<file path="config.mk">
export PLATFORM = sky130hd
export DESIGN_NAME = omc_operating_mode_controller
export DESIGN_NICKNAME = d
export VERILOG_FILES = /design/src/rtl/omc_pkg.sv /design/src/rtl/omc_operating_mode_controller.sv
export SDC_FILE = /design/constraint.sdc
export NUM_CORES = 1
export LEC_CHECK = 0
export ABC_CLOCK_PERIOD_IN_PS = 7600
export BUFFER_PORTS_ARGS = -buffer_cell sky130_fd_sc_hd__buf_2
export CORE_ASPECT_RATIO = 1.5
export CORE_UTILIZATION = 54
export CTS_CLUSTER_DIAMETER = 120
export CTS_CLUSTER_SIZE = 10
export DETAILED_ROUTE_END_ITERATION = 8
export GPL_TIMING_DRIVEN = 0
export PLACE_DENSITY = 0.85
export SYNTH_ARGS = -nofsm -noshare
export SYNTH_HDL_FRONTEND = slang
export SYNTH_SLANG_ARGS = --single-unit
</file>
<file path="constraint.sdc">
create_clock -name clk_sys -period 7.6 [get_ports clk_sys]
set_input_delay 0 -clock clk_sys [delete_from_list [all_inputs] [get_ports clk_sys]]
set_output_delay 0 -clock clk_sys [all_outputs]
set_load 0.005 [all_outputs]
</file>
<file path="src/rtl/omc_pkg.sv">
// Constants and carrier types for the operating mode controller.
// Assumes a single 200 MHz system clock and an active high asynchronous reset.
package omc_pkg;
	// Mode encodings, Gray along run, wait, light stop, deep stop.
	typedef enum logic [2:0] {
		OMC_RESET = 3'h0,
		OMC_RUN = 3'h1,
		OMC_WAIT = 3'h3,
		OMC_LSTOP = 3'h2,
		OMC_DSTOP = 3'h6,
		OMC_HALT = 3'h5
	} omc_mode_t;
	localparam logic [15:0] OMC_RESET_VECTOR = 16'hFFFE;
	// Debug command classes from the serial decoder.
	typedef enum logic [2:0] {
		OMC_CMD_NONE = 3'h0,
		OMC_CMD_MEM = 3'h1,
		OMC_CMD_MEM_STAT = 3'h2,
		OMC_CMD_DBGREG = 3'h3,
		OMC_CMD_ENTER = 3'h4,
		OMC_CMD_CPUREG = 3'h5,
		OMC_CMD_TRACE = 3'h6,
		OMC_CMD_RESUME = 3'h7
	} omc_cmd_t;
	// Instruction events from the CPU, one-cycle pulses.
	typedef struct packed {
		logic wait_ins;
		logic stop_ins;
		logic halt_ins;
		logic ctrl_bkpt;
		logic mod_bkpt;
	} omc_cpu_ev_t;
	// Light-stop wake sources.
	typedef struct packed {
		logic timer;
		logic lowvolt;
		logic adc;
		logic ext_irq;
		logic keypad;
	} omc_wake_t;
	localparam int OMC_SYNC_W = 3;
	// Cycles that reset mode is held after release, so the mode pin has crossed the synchroniser.
	localparam logic [2:0] OMC_BOOT_HOLD = 3'h4;
endpackage : omc_pkg

</file>
<file path="src/rtl/omc_operating_mode_controller.sv">
// Operating mode controller: run, debug halt, wait and two stop modes.
// Assumes CPU events and debug commands arrive as one-cycle pulses on clk_sys;
// the mode pin, reset pin and wake pin are asynchronous and synchronised here.
`timescale 1ns/1ps
`default_nettype none
module omc_operating_mode_controller #(
	parameter int PIN_W = 8 // Latched I/O pin count.
) (
	input wire logic clk_sys, // System clock.
	input wire logic sys_rst, // Asynchronous reset, active high.
	input wire logic mode_select_debug_pin_in, // Mode pin level.
	input wire logic reset_pin_n, // External reset pin, active low.
	input wire logic ext_irq_pin_n, // External interrupt pin, active low in deep stop.
	input wire omc_pkg::omc_cpu_ev_t cpu_ev, // CPU instruction events.
	input wire omc_pkg::omc_wake_t wake_src, // Interrupt sources.
	input wire logic irq_pending, // Any interrupt request to the CPU.
	input wire omc_pkg::omc_cmd_t dbg_cmd, // Debug command strobe class.
	input wire logic stop_enable_bit, // Stop allowed.
	input wire logic deep_stop_select, // Deep stop requested.
	input wire logic lowvolt_detect_enable, // Low-voltage detector on.
	input wire logic lowvolt_in_stop_enable, // Low-voltage detector kept in stop.
	input wire logic debug_in_stop_enable, // Debug clocks kept in stop.
	input wire logic pin_latch_release, // Write strobe with data of release bit.
	input wire logic [PIN_W-1:0] pin_ctrl_state, // Current port or peripheral pin drive.
	output logic [2:0] mode_state, // Current mode code.
	output logic cpu_clk_en, // CPU clock running.
	output logic fetch_en, // CPU may fetch application code.
	output logic vector_fetch, // Pulse: fetch vector.
	output logic [15:0] vector_addr, // Vector address when fetching reset vector.
	output logic clear_int_mask, // Pulse: clear interrupt mask bit.
	output logic illegal_op_reset, // Pulse: forced illegal-opcode reset.
	output logic por_restart, // Pulse: restart as power-on.
	output logic cmd_accept, // Pulse: command accepted.
	output logic cmd_stop_err, // Pulse: stop-or-wait error answer.
	output logic clocks_on, // Internal clocks running.
	output logic debug_clk_on, // Debug logic clocked.
	output logic power_down, // Regulated circuits except RAM off.
	output logic reg_standby, // Regulator and converter in standby.
	output logic [PIN_W-1:0] pin_out, // Pins after latch.
	output logic pin_latched, // Pin latches closed.
	output logic deep_stop_wake_flag, // Wake from deep stop seen.
	output logic pin_latch_release_rd // Release bit read value.
);
	omc_pkg::omc_mode_t mode_reg, mode_next;
	logic [omc_pkg::OMC_SYNC_W-1:0] ms_sync_reg, rp_sync_reg, irq_sync_reg;
	logic ms_reg, rp_n_reg, irq_n_reg;
	logic [2:0] boot_cnt_reg;
	logic [PIN_W-1:0] pin_hold_reg;
	logic latch_reg, flag_reg;

	// Three-stage synchronisers; a level counts once stages two and three agree.
	always_ff @(posedge clk_sys or posedge sys_rst) begin
		if (sys_rst) begin
			ms_sync_reg <= 3'h7;
			rp_sync_reg <= 3'h7;
			irq_sync_reg <= 3'h7;
		end else begin
			ms_sync_reg <= {ms_sync_reg[1:0], mode_select_debug_pin_in};
			rp_sync_reg <= {rp_sync_reg[1:0], reset_pin_n};
			irq_sync_reg <= {irq_sync_reg[1:0], ext_irq_pin_n};
		end
	end

	function automatic logic agreed(input logic [2:0] s, input logic prev);
		agreed = (s[1] == s[2]) ? s[2] : prev;
	endfunction : agreed

	always_ff @(posedge clk_sys or posedge sys_rst) begin
		if (sys_rst) begin
			ms_reg <= 1'h1;
			rp_n_reg <= 1'h1;
			irq_n_reg <= 1'h1;
		end else begin
			ms_reg <= agreed(ms_sync_reg, ms_reg);
			rp_n_reg <= agreed(rp_sync_reg, rp_n_reg);
			irq_n_reg <= agreed(irq_sync_reg, irq_n_reg);
		end
	end

	// Decodes.
	wire is_run = (mode_reg == omc_pkg::OMC_RUN);
	wire is_halt = (mode_reg == omc_pkg::OMC_HALT);
	wire is_wait = (mode_reg == omc_pkg::OMC_WAIT);
	wire is_lstop = (mode_reg == omc_pkg::OMC_LSTOP);
	wire is_dstop = (mode_reg == omc_pkg::OMC_DSTOP);
	wire is_reset = (mode_reg == omc_pkg::OMC_RESET);
	wire boot_done = (boot_cnt_reg == '0);
	wire boot_ready = is_reset && boot_done;
	// Reset pin low reloads the count; otherwise it runs down to zero and rests there.
	wire [2:0] boot_cnt_next = !rp_n_reg ? omc_pkg::OMC_BOOT_HOLD
		: (boot_done ? boot_cnt_reg : boot_cnt_reg - 3'h1);
	wire cmd_enter = (dbg_cmd == omc_pkg::OMC_CMD_ENTER);
	wire cmd_stat = (dbg_cmd == omc_pkg::OMC_CMD_MEM_STAT);
	wire cmd_nonintr = (dbg_cmd == omc_pkg::OMC_CMD_MEM) || cmd_stat
		|| (dbg_cmd == omc_pkg::OMC_CMD_DBGREG) || cmd_enter;
	wire cmd_active = (dbg_cmd == omc_pkg::OMC_CMD_CPUREG)
		|| (dbg_cmd == omc_pkg::OMC_CMD_TRACE) || (dbg_cmd == omc_pkg::OMC_CMD_RESUME);
	// Debug commands reach the stop modes only when the debug logic stays clocked.
	wire stopped = is_wait || (is_lstop && debug_in_stop_enable);
	wire halt_ev = cpu_ev.halt_ins || cpu_ev.ctrl_bkpt || cpu_ev.mod_bkpt || cmd_enter;
	wire lowvolt_stop = lowvolt_detect_enable && lowvolt_in_stop_enable;
	wire go_deep = deep_stop_select && stop_enable_bit && !lowvolt_stop && !debug_in_stop_enable;
	wire lwake = |wake_src;
	// deep stop wake, pin treated active low
	wire dwake = !irq_n_reg || wake_src.timer;
	wire release_wr = pin_latch_release;

	// Next mode selection.
	always_comb begin
		mode_next = mode_reg;
		case (mode_reg)
			omc_pkg::OMC_RESET: begin
				if (boot_done)
					mode_next = ms_reg ? omc_pkg::OMC_RUN : omc_pkg::OMC_HALT;
			end
			omc_pkg::OMC_RUN: begin
				if (halt_ev)
					mode_next = omc_pkg::OMC_HALT;
				else if (cpu_ev.wait_ins)
					mode_next = omc_pkg::OMC_WAIT;
				else if (cpu_ev.stop_ins && stop_enable_bit)
					mode_next = go_deep ? omc_pkg::OMC_DSTOP : omc_pkg::OMC_LSTOP;
				else if (cpu_ev.stop_ins)
					mode_next = omc_pkg::OMC_RESET;
			end
			omc_pkg::OMC_WAIT: begin
				if (cmd_enter)
					mode_next = omc_pkg::OMC_HALT;
				else if (irq_pending)
					mode_next = omc_pkg::OMC_RUN;
			end
			omc_pkg::OMC_LSTOP: begin
				if (cmd_enter && debug_in_stop_enable)
					mode_next = omc_pkg::OMC_HALT;
				else if (lwake)
					mode_next = omc_pkg::OMC_RUN;
			end
			omc_pkg::OMC_DSTOP: begin
				if (dwake)
					mode_next = omc_pkg::OMC_RESET;
			end
			omc_pkg::OMC_HALT: begin
				if (dbg_cmd == omc_pkg::OMC_CMD_RESUME)
					mode_next = omc_pkg::OMC_RUN;
			end
			default: mode_next = omc_pkg::OMC_RESET;
		endcase
		// Reset pin overrides everything.
		if (!rp_n_reg)
			mode_next = omc_pkg::OMC_RESET;
	end

	// Mode register; the boot count keeps reset mode until the synchronised mode pin is valid,
	// otherwise the reset value of the synchroniser would always pick run mode.
	always_ff @(posedge clk_sys or posedge sys_rst) begin
		if (sys_rst) begin
			mode_reg <= omc_pkg::OMC_RESET;
			boot_cnt_reg <= omc_pkg::OMC_BOOT_HOLD;
		end else begin
			mode_reg <= mode_next;
			boot_cnt_reg <= boot_cnt_next;
		end
	end

	wire dstop_wake = is_dstop && (mode_next == omc_pkg::OMC_RESET);
	always_ff @(posedge clk_sys or posedge sys_rst) begin
		if (sys_rst) begin
			latch_reg <= 1'h0;
			flag_reg <= 1'h0;
			pin_hold_reg <= '0;
		end else begin
			// A second deep stop before release keeps the pins already held.
			if (mode_next == omc_pkg::OMC_DSTOP && !is_dstop && !latch_reg)
				pin_hold_reg <= pin_ctrl_state;
			latch_reg <= (mode_next == omc_pkg::OMC_DSTOP) || (latch_reg && !release_wr);
			// A wake in the same cycle as the release write keeps the flag set.
			flag_reg <= dstop_wake || (flag_reg && !release_wr);
		end
	end

	// Registered outputs.
	always_ff @(posedge clk_sys or posedge sys_rst) begin
		if (sys_rst) begin
			mode_state <= 3'h0;
			cpu_clk_en <= 1'h0;
			fetch_en <= 1'h0;
			vector_fetch <= 1'h0;
			vector_addr <= 16'h0000;
			clear_int_mask <= 1'h0;
			illegal_op_reset <= 1'h0;
			por_restart <= 1'h0;
			cmd_accept <= 1'h0;
			cmd_stop_err <= 1'h0;
			clocks_on <= 1'h1;
			debug_clk_on <= 1'h1;
			power_down <= 1'h0;
			reg_standby <= 1'h0;
			pin_out <= '0;
			pin_latched <= 1'h0;
			deep_stop_wake_flag <= 1'h0;
			pin_latch_release_rd <= 1'h0;
		end else begin
			mode_state <= mode_next;
			cpu_clk_en <= (mode_next == omc_pkg::OMC_RUN) || (mode_next == omc_pkg::OMC_HALT);
			fetch_en <= (mode_next == omc_pkg::OMC_RUN);
			vector_fetch <= (boot_ready && ms_reg && rp_n_reg) || (is_lstop && lwake && rp_n_reg)
				|| (is_wait && irq_pending && !cmd_enter && rp_n_reg);
			vector_addr <= omc_pkg::OMC_RESET_VECTOR;
			clear_int_mask <= is_run && cpu_ev.wait_ins && !halt_ev;
			illegal_op_reset <= is_run && !halt_ev && !cpu_ev.wait_ins
				&& cpu_ev.stop_ins && !stop_enable_bit;
			por_restart <= dstop_wake;
			cmd_accept <= (is_run && cmd_nonintr) || (is_halt && (cmd_nonintr || cmd_active))
				|| (stopped && (cmd_enter || cmd_stat));
			cmd_stop_err <= stopped && cmd_stat;
			clocks_on <= !((mode_next == omc_pkg::OMC_LSTOP) || (mode_next == omc_pkg::OMC_DSTOP));
			debug_clk_on <= !((mode_next == omc_pkg::OMC_DSTOP)
				|| (mode_next == omc_pkg::OMC_LSTOP && !debug_in_stop_enable));
			power_down <= (mode_next == omc_pkg::OMC_DSTOP);
			reg_standby <= (mode_next == omc_pkg::OMC_DSTOP)
				|| (mode_next == omc_pkg::OMC_LSTOP && !debug_in_stop_enable && !lowvolt_stop);
			pin_out <= latch_reg ? pin_hold_reg : pin_ctrl_state;
			pin_latched <= latch_reg;
			deep_stop_wake_flag <= flag_reg;
			pin_latch_release_rd <= 1'h0;
		end
	end

	// Deep stop always lowers the regulator.
	pd_reg_a: assert property (@(posedge clk_sys) disable iff (sys_rst)
		power_down |-> reg_standby) else $error("deep stop without standby");
	// Illegal stop goes to reset.
	ill_stop_a: assert property (@(posedge clk_sys) disable iff (sys_rst)
		illegal_op_reset |-> mode_state == omc_pkg::OMC_RESET || !rp_n_reg)
		else $error("illegal stop");
	// Deep stop never chosen with debug in stop.
	deep_dbg_a: assert property (@(posedge clk_sys) disable iff (sys_rst)
		(is_run && cpu_ev.stop_ins && debug_in_stop_enable && rp_n_reg && !halt_ev
		&& !cpu_ev.wait_ins) |=> mode_reg != omc_pkg::OMC_DSTOP) else $error("deep with debug");
	// Status command in wait errs.
	wait_err_a: assert property (@(posedge clk_sys) disable iff (sys_rst)
		(is_wait && cmd_stat) |=> cmd_stop_err) else $error("no stop error");
	// Active commands refused in run.
	run_cmd_a: assert property (@(posedge clk_sys) disable iff (sys_rst)
		(is_run && cmd_active) |=> !cmd_accept) else $error("active cmd in run");
	// Wait clears interrupt mask.
	wait_mask_a: assert property (@(posedge clk_sys) disable iff (sys_rst)
		(is_run && cpu_ev.wait_ins && !halt_ev && rp_n_reg) |=> clear_int_mask && !cpu_clk_en)
		else $error("wait mask");
	// Flag holds until release.
	flag_hold_a: assert property (@(posedge clk_sys) disable iff (sys_rst)
		(flag_reg && !release_wr) |=> flag_reg) else $error("flag lost");
	// Latched pins hold.
	pin_hold_a: assert property (@(posedge clk_sys) disable iff (sys_rst)
		(latch_reg && $past(latch_reg)) |=> $stable(pin_out)) else $error("pins moved");
	// Release reads zero.
	rel_zero_a: assert property (@(posedge clk_sys) disable iff (sys_rst)
		!pin_latch_release_rd) else $error("release read one");
	// Mode pin high at boot gives run mode and a reset vector fetch.
	boot_run_a: assert property (@(posedge clk_sys) disable iff (sys_rst)
		(boot_ready && rp_n_reg && ms_reg) |=> is_run && vector_fetch)
		else $error("boot not in run");
	// Mode pin low at boot gives debug halt.
	boot_halt_a: assert property (@(posedge clk_sys) disable iff (sys_rst)
		(boot_ready && rp_n_reg && !ms_reg) |=> is_halt && !fetch_en)
		else $error("boot not in halt");
	// Debug halt never fetches application code.
	halt_fetch_a: assert property (@(posedge clk_sys) disable iff (sys_rst)
		is_halt |-> !fetch_en) else $error("fetch in halt");
	// An interrupt in wait restarts the CPU.
	wait_irq_a: assert property (@(posedge clk_sys) disable iff (sys_rst)
		(is_wait && irq_pending && !cmd_enter && rp_n_reg) |=> is_run && vector_fetch)
		else $error("wait not left");
	// Deep stop is left only on its own wake sources.
	deep_stay_a: assert property (@(posedge clk_sys) disable iff (sys_rst)
		(is_dstop && !dwake && rp_n_reg) |=> is_dstop) else $error("deep stop left");
	// A light stop wake source returns to run.
	lstop_wake_a: assert property (@(posedge clk_sys) disable iff (sys_rst)
		(is_lstop && lwake && rp_n_reg && !(cmd_enter && debug_in_stop_enable)) |=> is_run)
		else $error("light stop not left");
	// Both stop modes halt the internal clocks.
	stop_clk_a: assert property (@(posedge clk_sys) disable iff (sys_rst)
		(is_lstop || is_dstop) |-> !clocks_on) else $error("clocks in stop");
	dwake_c: cover property (@(posedge clk_sys) disable iff (sys_rst) dstop_wake);
	wake_c: cover property (@(posedge clk_sys) disable iff (sys_rst) is_wait ##1 is_run);
	halt_c: cover property (@(posedge clk_sys) disable iff (sys_rst) is_halt ##1 is_run);
	illegal_c: cover property (@(posedge clk_sys) disable iff (sys_rst) illegal_op_reset);
	lstop_c: cover property (@(posedge clk_sys) disable iff (sys_rst) is_lstop ##1 is_run);
endmodule : omc_operating_mode_controller
`default_nettype wire

</file>
==> After elaboration in Yosys (flattened, before gate mapping) <==
Index checks and enable logic that the tools add are counted.
{ "totals": {"word_cells": 136, "regBits": 51} }
{ "op_classes": {"n_reduce_logical": 70, "n_eq_ne": 20, "mux": 18, "add_sub_neg": 1} }
{ "ops": {"columns": ["operator", "count"], "rows": [
  ["$mux W3", 16],
  ["$logic_and A1 B1 Y1", 32],
  ["$eq A3 B3 Y1 const B", 8],
  ["$logic_or A1 B1 Y1", 22],
  ["$pmux W3 S6", 1],
  ["$eq A3 B2 Y1 const B", 5],
  ["$logic_not A1 Y1", 12],
  ["$eq A3 B1 Y1 const B", 3],
  ["$logic_not A3 Y1", 3],
  ["$mux W8", 1],
  ["$reduce_or A5 Y1", 1],
  ["$eq A1 B1 Y1", 3],
  ["$sub A3 B1 Y3 const B", 1],
  ["$ne A2 B2 Y1 const B", 1]
]} }

==> Logic depth before layout (Yosys ltp) <==
Gate-level depths: netlist of run 1.
{ "logic_depth": {"depth_word": 14, "ltp_mapped": 9} }

==> Worst setup path after synthesis of run 1 <==
No wires, ideal clock.
{ "synth_path": {"path_kind": "flip-flop to flip-flop", "from": "register, netlist name mode_state[2]", "to": "register pin_hold_reg[0]", "t_required_ps": 7475, "n_path_buf": 2, "setup_slack_ps": 5081, "setup_ps": 125, "t_arrival_ps": 2394, "stages_incl_launch_ff": 9, "cell_sequence": "dfrtp_1 -> buf_2 -> or3b_1 -> o311ai_1 -> nand3b_1 -> or3_1 -> or3_1 -> buf_6 -> mux2_4"} }
{ "synth_rtl": {"columns": ["element", "line_no", "rtl"], "rows": [
  ["to (signal assigned)", "omc_operating_mode_controller.sv:174", "pin_hold_reg <= pin_ctrl_state;"],
  ["to (decl)", "omc_operating_mode_controller.sv:48", "logic [PIN_W-1:0] pin_hold_reg;"]
]} }

==> results of run 1 <==
[worst paths after layout]
| path | end | slack [ns] |
|---|---|---|
| max in group asynchronous | irq_n_reg | 6.85 |
| hold / removal | reg_standby | 0.005 |
| setup / recovery | pin_hold_reg[4] | 4.80 |
| setup reg to reg | pin_hold_reg[4] | 4.80 |
| hold reg to reg | rp_sync_reg[1] | 0.36 |
| min in group asynchronous | boot_cnt_reg[0] | 0.19 |
[cell families after synthesis]
kind of cell,count (synthesis),synth area share
buffers and inverters,30,0.0842
flip-flops,51,0.577
adder cells (fa/ha/maj),5,0.0245
AND/OR/NAND/NOR,46,0.130
multiplexers,17,0.0981
other,2,0.00335
XOR/XNOR,2,0.00781
AO/OA/AOI/OAI,23,0.0753
[worst register-to-register path, cell delays in order, from the launching register on]
cell	delay, ns
sky130_fd_sc_hd__dfrtp_1	0.41
sky130_fd_sc_hd__buf_2	0.19
sky130_fd_sc_hd__or3b_1	0.38
sky130_fd_sc_hd__o311ai_1	0.27
sky130_fd_sc_hd__nand3b_1	0.21
sky130_fd_sc_hd__or3_1	0.41
sky130_fd_sc_hd__or3_1	0.33
sky130_fd_sc_hd__buf_6	0.17
sky130_fd_sc_hd__mux2_4	0.31
[cells in the mapped netlist (3+ instances only)]
cell / n / area, um2
sky130_fd_sc_hd__dfrtp_1: 36 / 901
sky130_fd_sc_hd__buf_4: 18 / 135
sky130_fd_sc_hd__dfstp_2: 15 / 394
sky130_fd_sc_hd__inv_1: 9 / 33.8
sky130_fd_sc_hd__mux2_2: 8 / 90.1
sky130_fd_sc_hd__mux2_4: 8 / 120
sky130_fd_sc_hd__nor2_1: 8 / 30.0
sky130_fd_sc_hd__nand2_1: 7 / 26.3
sky130_fd_sc_hd__a21oi_1: 4 / 20.0
sky130_fd_sc_hd__o21ai_0: 4 / 20.0
sky130_fd_sc_hd__o22ai_1: 4 / 25.0
sky130_fd_sc_hd__maj3_1: 3 / 30.0
sky130_fd_sc_hd__nor4_1: 3 / 18.8
sky130_fd_sc_hd__or3_1: 3 / 18.8
[metrics by stage]
| step | power (mW) | cells | area (um2) | worst slack (ns) | hold WS (ns) |
|---|---|---|---|---|---|
| 2_1_floorplan | 0.417 | 177 | 2250 | 5.08 | 0.00448 |
| 3_3_place_gp | 0.460 | 294 | 2670 | 4.89 | 0.105 |
| 3_5_place_dp | 0.467 | 295 | 2690 | 4.86 | -0.0213 |
| 4_1_cts | 0.666 | 321 | 2980 | 4.80 | 0.000106 |
| 5_1_grt | 0.696 | 321 | 2980 | 4.68 | 0.0164 |
| 6_report | 0.662 | 321 | 2980 | 4.80 | 0.00520 |
[placed cells by master (no fill, tap or decap), types with 4 or more instances in the layout]
cell type	Yosys	final
sky130_fd_sc_hd__dlygate4sd3_1	0	18
sky130_fd_sc_hd__o21ai_0	4	4
sky130_fd_sc_hd__clkbuf_8	0	6
sky130_fd_sc_hd__a21oi_1	4	4
sky130_fd_sc_hd__o22ai_1	4	4
sky130_fd_sc_hd__inv_1	9	8
sky130_fd_sc_hd__dfstp_2	15	15
sky130_fd_sc_hd__nand2_1	7	7
sky130_fd_sc_hd__dfrtp_1	36	36
sky130_fd_sc_hd__buf_2	1	73
sky130_fd_sc_hd__nor2_1	8	8
sky130_fd_sc_hd__buf_4	18	18
sky130_fd_sc_hd__mux2_4	8	8
sky130_fd_sc_hd__mux2_2	8	8
[layout make-up]
class / instances / share of cell area
Clock inverter: 2 / 0.0117
Clock buffer: 6 / 0.0277
Timing Repair Buffer: 91 / 0.188
Buffer: 21 / 0.0520
Sequential cell: 51 / 0.434
Inverter: 9 / 0.0113
Multi-Input combinational cell: 96 / 0.256
Tap cell: 45 / 0.0189
[repair_timing]
action	CTS	global route
endpoints found under the hold margin	66	0
buffers inserted	0	0
hold buffers	18	0
[metal layers]
layer,GRT usage,part of all wire,vias up
li1,-,-,795
met1,0.249,0.38,792
met2,0.364,0.53,83
met3,0.0412,0.069,10
met4,0.131,0.022,0
met5,0,0,-
[where the power goes]
part	internal, mW	leakage [nW]	switching, mW
Clock	0.107	0.0612	0.0854
Combinational	0.0754	0.806	0.0757
Sequential	0.303	0.635	0.0161
==> results, run 1 <==
- The via count of the first global-routing pass was 1606.
- Wires add up to 4.37 mm.
- The largest clock skew in the final design is 0.00963 ns.
- The data arrival at the endpoint of the critical path is 2.99 ns.
- In this run, distinct cell masters in the synthesized netlist total 51.
- The starting density of the core is 0.567.
- The sequential element share of the synthesized area is 0.577.
- The most critical setup path has its startpoint at mode_state[2].
- The number of core rows is 28.
- The element type at the critical path end is a flop.
- The path depth of the worst reg2reg path is 8.
- The worst setup path is of the reg2reg kind.
- The number of antenna violations at the first check in global routing is 0.
- The max-cap violation count is 0.
- The required arrival time at the worst endpoint is 7.79 ns.
- The die is 54.6 um wide.
- Counting flops with an async set or reset pin after synthesis yields a share of 1.00.
- Detailed placement finished with a half-perimeter wire length of 2.95 mm.
- The sequential cells in the finished layout cover a total of 1290 um2.
- In the final routed layout, each cell accounts on average for 13.6 um.
- The worst setup path is launched from a flop.
- During I/O placement, the number of pins put on the boundary was 75.
- The worst hold path begins at lowvolt_in_stop_enable.
- The number of synthesized register bits is 51.
- The worst hold-check path type is in2reg.
- In the routed layout, each cell is associated on average with a via count of 5.23.
- The timing-limited maximum frequency is 358 MHz.
- The number of nets with antenna violations after routing is 0.
- Together, buffers and inverters on the worst path number 2.
- The number of H-tree levels is 2.
- The final cell utilization of the core is 0.753.
- The routed via count is 1680.
- The Yosys step of the flow raised 0 warnings.
- The clock tree from TritonCTS is yes.
- The critical path runs through a total of 8 cells.
- The cell leakage power is 1.50 nW.
- In the finished design, the share of the clock period the worst path needs comes to 0.368.
- Traced cell by cell, the critical path runs through buf_2 -> or3b_1 -> o311ai_1 -> nand3b_1 -> or3_1 -> or3_1 -> buf_6 -> mux2_4.
- The cell area after technology mapping is 2240 um2.
- The fraction of layout cells with a size suffix above 1 is 0.511.
- The peak fanout along the critical path is 10.
- Entering global routing, the biggest net connects 39 pins.
- The number of inserted filler cells in the final layout is 273.
- The number of nets in the layout is 310.
- The worst stage delay on the critical path is 0.41 ns.
- The number of search-and-repair iterations in the first detailed-routing pass is 4.
- On the critical path the largest part of the delay comes from simple AND/OR/NAND/NOR gates.
- The number of antenna diodes is 0.
- The DRC violations left is 0.
- The average cell area after synthesis is 12.8 um2.
- The root buffer cell chosen for the clock tree is sky130_fd_sc_hd__clkbuf_8.
- The first-pass GRT wire length is 6.82 mm.
- The area of the core is 3960 um2.
- Among all flip-flop cells after synthesis, the most frequent one is sky130_fd_sc_hd__dfrtp_1.
- In this run the power density over the cells is 222 nW/um2.
- The clock buffer count from CTS is 5.
- In the final layout, the multi-input gates occupy 764 um2.
- The number of endpoints failing setup at the final stage is 0.
- The minimum clock period after layout is 2.80 ns.
- The number of instances in the synthesized netlist is 176.
- Across every metal layer, demand over resource in global routing totals 0.219.
- Clock tree synthesis found a total of 51 sinks.
- The flow ran to the end, and the final reports show no timing, DRC or antenna violations.
- Setup repair after global routing left no endpoint under its margin.
- The launching point of the worst reg2reg path is mode_state[2].
- The worst hold path was traced through 3 stages.
- The slew of the pin with the lowest slew margin is 0.755 ns.
- The final number of hold-violating endpoints is 0.
- The maximum number of buffers from clock root to sink is 2.
- The clock transition time at the flip-flop clock pins of the worst setup and hold paths is 0.09 ns.
- Clock latency on the worst-skew pair, taken at its later pin, is 0.30 ns.
- In this run the tightest slew margin relative to its limit is 0.496.
- On the critical path, the stage with the largest delay is an instance of sky130_fd_sc_hd__dfrtp_1.
- After clock tree synthesis, the repair step resized 0 gates.
- The vertical die dimension is 81.0 um.
- The final count of pins violating max slew is 0.
- The maximum resistive drop on vdd is 0.164 mV.
- The count of buffers added on input and output ports is 72.
- Counting flops with a built-in enable in the synthesized netlist gives 0.
- Among the stages of the critical path, the cell type that occurs most often is sky130_fd_sc_hd__or3_1.
- The first-iteration detailed-routing DRC count is 20.
- Relative to the synthesized area, the layout overhead comes to 32.9%.
- The die area is 4420 um2.
- Summed over all failing endpoints, the final setup total negative slack is 0 ns.
- The routability congestion estimate is 0.944.
- The total overflow reported by the global router is 0.
No activity file was read; power rests on OpenSTA's default activity.
==> run 2, diff against run 1 <==
--- a/config.mk
+++ b/config.mk
@@ -5,15 +5,15 @@
 export SDC_FILE = /design/constraint.sdc
 export NUM_CORES = 1
 export LEC_CHECK = 0
-export ABC_CLOCK_PERIOD_IN_PS = 7600
+export ABC_CLOCK_PERIOD_IN_PS = 2500
 export BUFFER_PORTS_ARGS = -buffer_cell sky130_fd_sc_hd__buf_2
 export CORE_ASPECT_RATIO = 1.5
-export CORE_UTILIZATION = 54
+export CORE_UTILIZATION = 45
 export CTS_CLUSTER_DIAMETER = 120
 export CTS_CLUSTER_SIZE = 10
 export DETAILED_ROUTE_END_ITERATION = 8
 export GPL_TIMING_DRIVEN = 0
-export PLACE_DENSITY = 0.85
+export PLACE_DENSITY = 0.75
 export SYNTH_ARGS = -nofsm -noshare
 export SYNTH_HDL_FRONTEND = slang
 export SYNTH_SLANG_ARGS = --single-unit
==> constraint.sdc (replaced) <==
create_clock -name clk_sys -period 2.5 [get_ports clk_sys]
set_input_delay 0 -clock clk_sys [delete_from_list [all_inputs] [get_ports clk_sys]]
set_output_delay 0 -clock clk_sys [all_outputs]
set_load 0.005 [all_outputs]
==> results, run 2 (synthesis gave the netlist of run 1 again) <==
- In this run the horizontal extent of the chip is 59.7 um.
- The via count of the first global-routing pass is 1610.
- The number of antenna violations at the first check in global routing is 0.
- The number of core rows is 31.
- The final count of pins violating max slew is 0.
- The number of placed instances, taps included, is 316.
- The switching power summed over all nets is 0.596 mW.
- The top cell types in the final layout, fill and taps aside, are sky130_fd_sc_hd__buf_2, sky130_fd_sc_hd__dfrtp_1, sky130_fd_sc_hd__buf_4, sky130_fd_sc_hd__dlygate4sd3_1, sky130_fd_sc_hd__dfstp_2.
- The number of vias per cell after detailed routing is 4.86.
- The checks that failed: negative setup slack.
- The library cell used most frequently in the layout, excluding fill and tap cells, is sky130_fd_sc_hd__buf_2.
- The buffer cell driving the clock tree root is sky130_fd_sc_hd__clkbuf_8.
- At the worst endpoint, the required time is 2.69 ns.
- The number of antenna diodes is 0.
- The worst hold-check path type is in2reg.
- The number of inserted filler cells in the final layout is 383.
- The number of nets in the layout is 319.
- The internal power of the cells totals 1.43 mW.
- The first-iteration detailed-routing DRC count is 40.
- The pin count of the biggest net entering global routing is 28.
- The switching fraction of total power is 0.294.
- CTS built an H-tree with a depth of 2.
- Measured against its own limit, the worst slew margin works out to 0.519.
- The post-layout worst setup margin is -0.103 ns.
- The first global-routing pass estimated 7.20 mm of wire.
- During I/O placement, the number of pins put on the boundary was 75.
- After floorplanning, the core was sized to cover 4810 um2.
- The number of cells on the worst reg-to-reg path is 7.
- The minimum clock period after layout is 2.60 ns.
- At the placement stage, the worst setup path has a slack of -0.221 ns.
- The routability congestion estimate is 0.797.
- Of the available clock period, the critical path in the final layout requires 1.04.
- The total overflow reported by the global router is 0.
- For this design the static power due to leakage is 1.54 nW.
- The share of total power dissipated in combinational logic is 0.284.
- From bottom edge to top edge, the die measures 88.5 um.
- The wire length reported by the detailed router is 4.59 mm.
- The tool flagged a number of max-cap violations equal to 0.
- For the pin with the worst max-slew slack, the measured transition is 0.712 ns.
- The number of standard cells in the final layout excluding fillers is 351.
- The number of nets with antenna violations after routing is 0.
- Of the cells placed in the final design, the portion with a size suffix greater than 1 is 0.537.
- Of the total power, registers draw 0.477.
- The global router's overall resource usage is 0.183.
- In this run the deepest clock path goes through 2 buffers.
- The routed via count is 1706.
- Compared with the post-synthesis result, the final layout area differs by 40.0%.
- After clock tree synthesis, the clock-pin slew on the worst setup and hold paths is 0.10 ns.
- The count of buffers inserted at the top-level ports is 72.
- The element type at the critical path end is a flop.
- The timing-limited maximum frequency is 384 MHz.
- The number of endpoints failing setup at the final stage is 8.
- The power per unit of standard cell area is 645 nW/um2.
- The later pin in the worst-skew pair is clocked with a latency of 0.31 ns.
- The final cell utilization of the core is 0.653.
- The floorplan step defined a die boundary enclosing 5280 um2.
- The clock drives 51 sinks.
- The starting density of the core is 0.467.
- After routing the design area is 3140 um2.
- Of all nets on the critical path, the largest fanout is 8.
- The final number of hold-violating endpoints is 0.
- The clock tree from TritonCTS is yes.
- The type of the setup path with the least slack is reg2reg.
- The kind of start point of the critical path is a flop.
- Before antenna repair, the detailed router went through 4 iterations.
- The clock buffer count from CTS is 5.
- The DRC violations left is 0.
- The instance count along the most critical hold path is 2.
- The placed standard-cell area is 2720 um2.
- The flow ran to the end, but the final reports show violations.
- On the final layout, the worst clock skew is 0.0152 ns.
- Setup repair after global routing could not meet its margin everywhere.
- The share of total power dissipated in the clock network is 0.239.
- Data arrives at the worst endpoint at 2.79 ns.
- The HPWL reported at the end of detailed placement is 3.06 mm.
- Summed over all failing endpoints, the final setup total negative slack is -0.790 ns.
- After detailed routing, the average wire length per cell comes to 13.1 um.
- VDD sags by at most 0.621 mV.
[run 2: changes by cell type in the layout (fill, tap and decap cells not counted), moves of 2 or more]
cell,before,now
sky130_fd_sc_hd__buf_4,18,24
sky130_fd_sc_hd__clkinvlp_4,0,2
sky130_fd_sc_hd__dlygate4sd3_1,18,22
sky130_fd_sc_hd__or3b_4,0,2
[run 2: power by group through the flow]
stage	logic [mW]	registers (mW)	clock network, mW
2_1_floorplan	0.293	0.981	0
3_3_place_gp	0.432	0.983	0
3_5_place_dp	0.445	0.987	0
4_1_cts	0.549	0.965	0.504
5_1_grt	0.633	0.978	0.533
6_report	0.576	0.966	0.485
[run 2: layer usage]
layer	track usage	share of wire	up-vias	wire (um)
li1	-	-	809	-
met4	0.0740	0.017	0	80
met3	0.0424	0.045	11	205
met5	0	0	-	0
met1	0.216	0.41	822	1880
met2	0.317	0.53	64	2430
[run 2: area by class of cell]
class	count	area, um2	share of cell area
multi-input combinational	96	842	0.268
sequential	51	1290	0.412
buffer	20	150	0.0478
clock buffer	5	68.8	0.0219
clock inverter	3	23.8	0.00757
timing repair buffer	101	646	0.205
inverter	9	33.8	0.0108
tap	66	82.6	0.0263
[run 2: final timing paths]
kind,endpoint,slack (ns),start
hold reg to reg,irq_sync_reg[2],0.36,irq_sync_reg[1]
setup reg to reg,pin_hold_reg[5],-0.10,mode_state[2]
max in group asynchronous,irq_sync_reg[1],1.63,sys_rst
setup / recovery,pin_hold_reg[5],-0.10,mode_state[2]
min in group asynchronous,pin_out[4],0.27,sys_rst
hold / removal,debug_clk_on,0.02,debug_in_stop_enable
[run 2: timing repair]
action | in CTS | in global routing
resized for setup | 8 | 4
setup buffers | 4 | 2
hold buffers | 22 | 0
endpoints found under the setup margin | 8 | 8
pin swaps | 1 | 4
endpoints found under the hold margin | 49 | 0
[run 2: stage by stage]
stage	hold slack [ns]	power [mW]
finish	0.0237	2.03
global route	0.0123	2.14
CTS	0.00501	2.02
detailed placement	0.0690	1.43
global placement	0.105	1.41
floorplan	0.00448	1.27
[run 2: worst max-delay path, cell delays in order (launching register included)]
cell	delay, ns
sky130_fd_sc_hd__dfrtp_1	0.41
sky130_fd_sc_hd__buf_6	0.14
sky130_fd_sc_hd__or3b_4	0.38
sky130_fd_sc_hd__o311ai_4	0.28
sky130_fd_sc_hd__nand3b_1	0.14
sky130_fd_sc_hd__or3_1	0.33
sky130_fd_sc_hd__or3_4	0.48
sky130_fd_sc_hd__mux2_4	0.32
==> run 3, diff against run 2 <==
--- a/config.mk
+++ b/config.mk
@@ -5,6 +5,7 @@
 export SDC_FILE = /design/constraint.sdc
 export NUM_CORES = 1
 export LEC_CHECK = 0
+export ABC_AREA = 1
 export ABC_CLOCK_PERIOD_IN_PS = 2500
 export BUFFER_PORTS_ARGS = -buffer_cell sky130_fd_sc_hd__buf_2
 export CORE_ASPECT_RATIO = 1.5
@@ -13,6 +14,7 @@
 export CTS_CLUSTER_SIZE = 10
 export DETAILED_ROUTE_END_ITERATION = 8
 export GPL_TIMING_DRIVEN = 0
+export MAX_ROUTING_LAYER = met4
 export PLACE_DENSITY = 0.75
 export SYNTH_ARGS = -nofsm -noshare
 export SYNTH_HDL_FRONTEND = slang
==> results, run 3 <==
- The vertical die dimension is 90.7 um.
- The run finished with clean final reports.
- The distinct cell type count after synthesis is 34.
- Across the whole layout, storage elements account for 1290 um2.
- The number of core rows is 31.
- The type of the setup path with the least slack is reg2reg.
- Compared with the post-synthesis result, the final layout area differs by 33.2%.
- The number of search-and-repair iterations in the first detailed-routing pass is 4.
- The number of antenna violations at the first check in global routing is 0.
- Dividing total power by cell area gives a power density of 631 nW/um2.
- For this run, the total global-route usage over all layers was measured as 0.190.
- The cell type with the largest total area after synthesis is sky130_fd_sc_hd__dfrtp_1.
- For the worst setup path, the data required time is 2.76 ns.
- The share of synthesized flip-flops with an asynchronous set or reset is 1.00.
- The first-iteration detailed-routing DRC count is 79.
- The final count of pins violating max slew is 0.
- The floorplan die width is 61.1 um.
- For this design, the sink count on the clock tree is 51.
- The total overflow reported by the global router is 0.
- The routed via count is 1935.
- The library cells used most frequently in the layout, excluding fill and tap cells, are sky130_fd_sc_hd__nand2_1, sky130_fd_sc_hd__buf_2, sky130_fd_sc_hd__dfrtp_1, sky130_fd_sc_hd__nor2_1, sky130_fd_sc_hd__dlygate4sd3_1.
- The cell area after technology mapping is 2360 um2.
- During I/O placement, the number of pins put on the boundary was 75.
- Setup repair after global routing left no endpoint under its margin.
- The via count of the first global-routing pass is 1796.
- The number of setup buffers added after CTS is 0.
- The number of enable-type register cells in the synthesized netlist is 0.
- 0 antenna diodes ended up in the layout.
- Once the clock tree was built, the resizer swapped 0 gates to a different size.
- The min-delay analysis places its worst path in the category in2reg.
- The clock tree from TritonCTS is yes.
- After detailed routing, the average wire length per cell comes to 10.7 um.
- The number of endpoints failing setup at the final stage is 0.
- Static timing analysis puts the maximum clock frequency at 563 MHz.
- In the post-synthesis netlist, the biggest area contributors are sky130_fd_sc_hd__dfrtp_1, sky130_fd_sc_hd__dfstp_2, sky130_fd_sc_hd__nand2_1.
- The area of the core is 4930 um2.
- The buffer cell driving the clock tree root is sky130_fd_sc_hd__clkbuf_8.
- The worst register-to-register path begins at latch_reg.
- In the finished design, the share of the clock period the worst path needs comes to 0.711.
- The cell leakage power is 1.73 nW.
- Of the cells placed in the final design, the portion with a size suffix greater than 1 is 0.379.
- The final number of hold-violating endpoints was 0.
- The wire length reported by the detailed router is 4.57 mm.
- Once placement finished, the instance area stood at 2830 um2.
- The worst setup slack after placement is 0.735 ns.
- The HPWL reported at the end of detailed placement is 3.26 mm.
- The most common cell after layout, fill and taps aside is sky130_fd_sc_hd__nand2_1.
- During placement, the flow inserted port buffers numbering 72.
- The leading register cell type out of synthesis is sky130_fd_sc_hd__dfrtp_1.
- The element type at the critical path end is a flop.
- The share of the synthesized area in the top cell type is 0.382.
- Buffers inserted to repair hold after CTS numbered 22.
- The first global-routing pass estimated 7.52 mm of wire.
- The clock buffer count from CTS is 5.
- The number of nets with antenna violations after routing is 0.
- The pin count of the biggest net entering global routing is 46.
- The critical path startpoint is latch_reg.
- In the final layout, the multi-input gates occupy 816 um2.
- The worst-case IR drop observed on VDD is 0.322 mV.
- Across the routed clock network, the largest skew measured is 0.00861 ns.
- The worst path meets setup with 0.724 ns of slack.
- The origin of the worst min-delay path is dbg_cmd[0].
- The maximum number of buffers from clock root to sink is 2.
- The clock insertion delay at the later pin of the skew report is 0.31 ns.
- After detailed routing, the number of remaining DRC violations is 0.
- The sequential element share of the synthesized area is 0.549.
- Counting flops and latches in the post-synthesis netlist gives 51.
- The die covers 5540 um2.
- By instance count, the leading cell after synthesis is sky130_fd_sc_hd__nand2_1.
- The minimum clock period after layout is 1.78 ns.
- The number of nets in the layout is 393.
- The design area is 3140 um2.
- The average cell area after synthesis is 9.25 um2.
- The number of vias per cell after detailed routing is 4.55.
- Counting instances in the post-synthesis netlist gives the leading cell types as sky130_fd_sc_hd__nand2_1, sky130_fd_sc_hd__dfrtp_1, sky130_fd_sc_hd__nor2_1, sky130_fd_sc_hd__inv_1, sky130_fd_sc_hd__nand3_1.
- The total power is 1.98 mW.
- The kind of start point of the critical path is a flop.
- The Yosys step of the flow raised 0 warnings.
- The number of H-tree levels is 2.
- For this configuration, the core starts out at a cell density of 0.479.
- After routing, the total negative slack on setup checks comes to 0 ns.
- The routability congestion estimate is 0.835.
- Fill cells in the final layout number 430.
- The peak fanout along the critical path is 10.
- Counting every instance in the synthesized netlist gives 255.
- Clock-pin slew was measured on the worst setup and hold paths at 0.09 ns.
- The max-cap violation count is 0.
- Data arrives at the worst endpoint at 2.03 ns.
[run 3: cell types whose count changed in the layout (fill, tap and decap cells not counted), moves of 8 or more]
cell                      before  now
sky130_fd_sc_hd__buf_4        24   16
sky130_fd_sc_hd__inv_1         8   21
sky130_fd_sc_hd__mux2_2        8    0
sky130_fd_sc_hd__mux2_4        8    0
sky130_fd_sc_hd__nand2_1       7   74
sky130_fd_sc_hd__nand3_1       1   19
sky130_fd_sc_hd__nor2_1        8   23
[run 3: metal layers]
| layer | track usage | wire, um |
|---|---|---|
| met1 | 0.199 | 1800 |
| met2 | 0.325 | 2460 |
| met3 | 0.0387 | 189 |
| met4 | 0.0871 | 120 |
| met5 | - | 0 |
[run 3: final timing paths]
path,to,slack [ns],cells after the start
max in group asynchronous,boot_cnt_reg[2],1.86,4
min in group asynchronous,vector_fetch,0.12,3
hold / removal,cmd_accept,0.03,4
hold reg to reg,ms_sync_reg[1],0.36,0
setup / recovery,pin_hold_reg[2],0.72,7
setup reg to reg,pin_hold_reg[2],0.72,7
[run 3: cell families after synthesis]
group                    Yosys count  share of synthesized area
AND/OR/NAND/NOR                  140                      0.290
flip-flops                        51                      0.549
buffers and inverters             46                      0.107
AO/OA/AOI/OAI                     10                     0.0244
adder cells (fa/ha/maj)            5                     0.0233
other                              2                    0.00318
XOR/XNOR                           1                    0.00371
[run 3: power breakdown]
group          total (mW)  leakage [nW]  internal (mW)  switching (mW)
logic               0.517          1.04          0.224           0.293
clock network       0.500        0.0516          0.227           0.273
registers           0.964         0.636          0.918          0.0467
[run 3: area by class of cell]
type | instances | area share
repair buffers | 95 | 0.191
flip-flops and latches | 51 | 0.412
well taps | 66 | 0.0263
clock inverters | 2 | 0.00438
inverters | 27 | 0.0331
multi-input cells | 159 | 0.260
clock buffers | 6 | 0.0263
plain buffers | 19 | 0.0470
[run 3: through the flow]
step / cells / util / hold WS, ns
2_1_floorplan: 256 / - / 0.00448
6_report: 425 / 0.638 / 0.0339
5_1_grt: 425 / 0.638 / 0.0973
4_1_cts: 425 / 0.638 / 0.0298
3_5_place_dp: 395 / 0.574 / -0.0897
3_3_place_gp: 394 / 0.569 / 0.106
[run 3: critical path: stages (launching register included)]
cell and delay [ns]:
sky130_fd_sc_hd__dfrtp_1 0.35, sky130_fd_sc_hd__buf_2 0.21, sky130_fd_sc_hd__clkinv_1 0.30, sky130_fd_sc_hd__nand2_1 0.17, sky130_fd_sc_hd__clkinv_1 0.28, sky130_fd_sc_hd__nand4_4 0.27, sky130_fd_sc_hd__nand2_1 0.08, sky130_fd_sc_hd__nand2_1 0.06
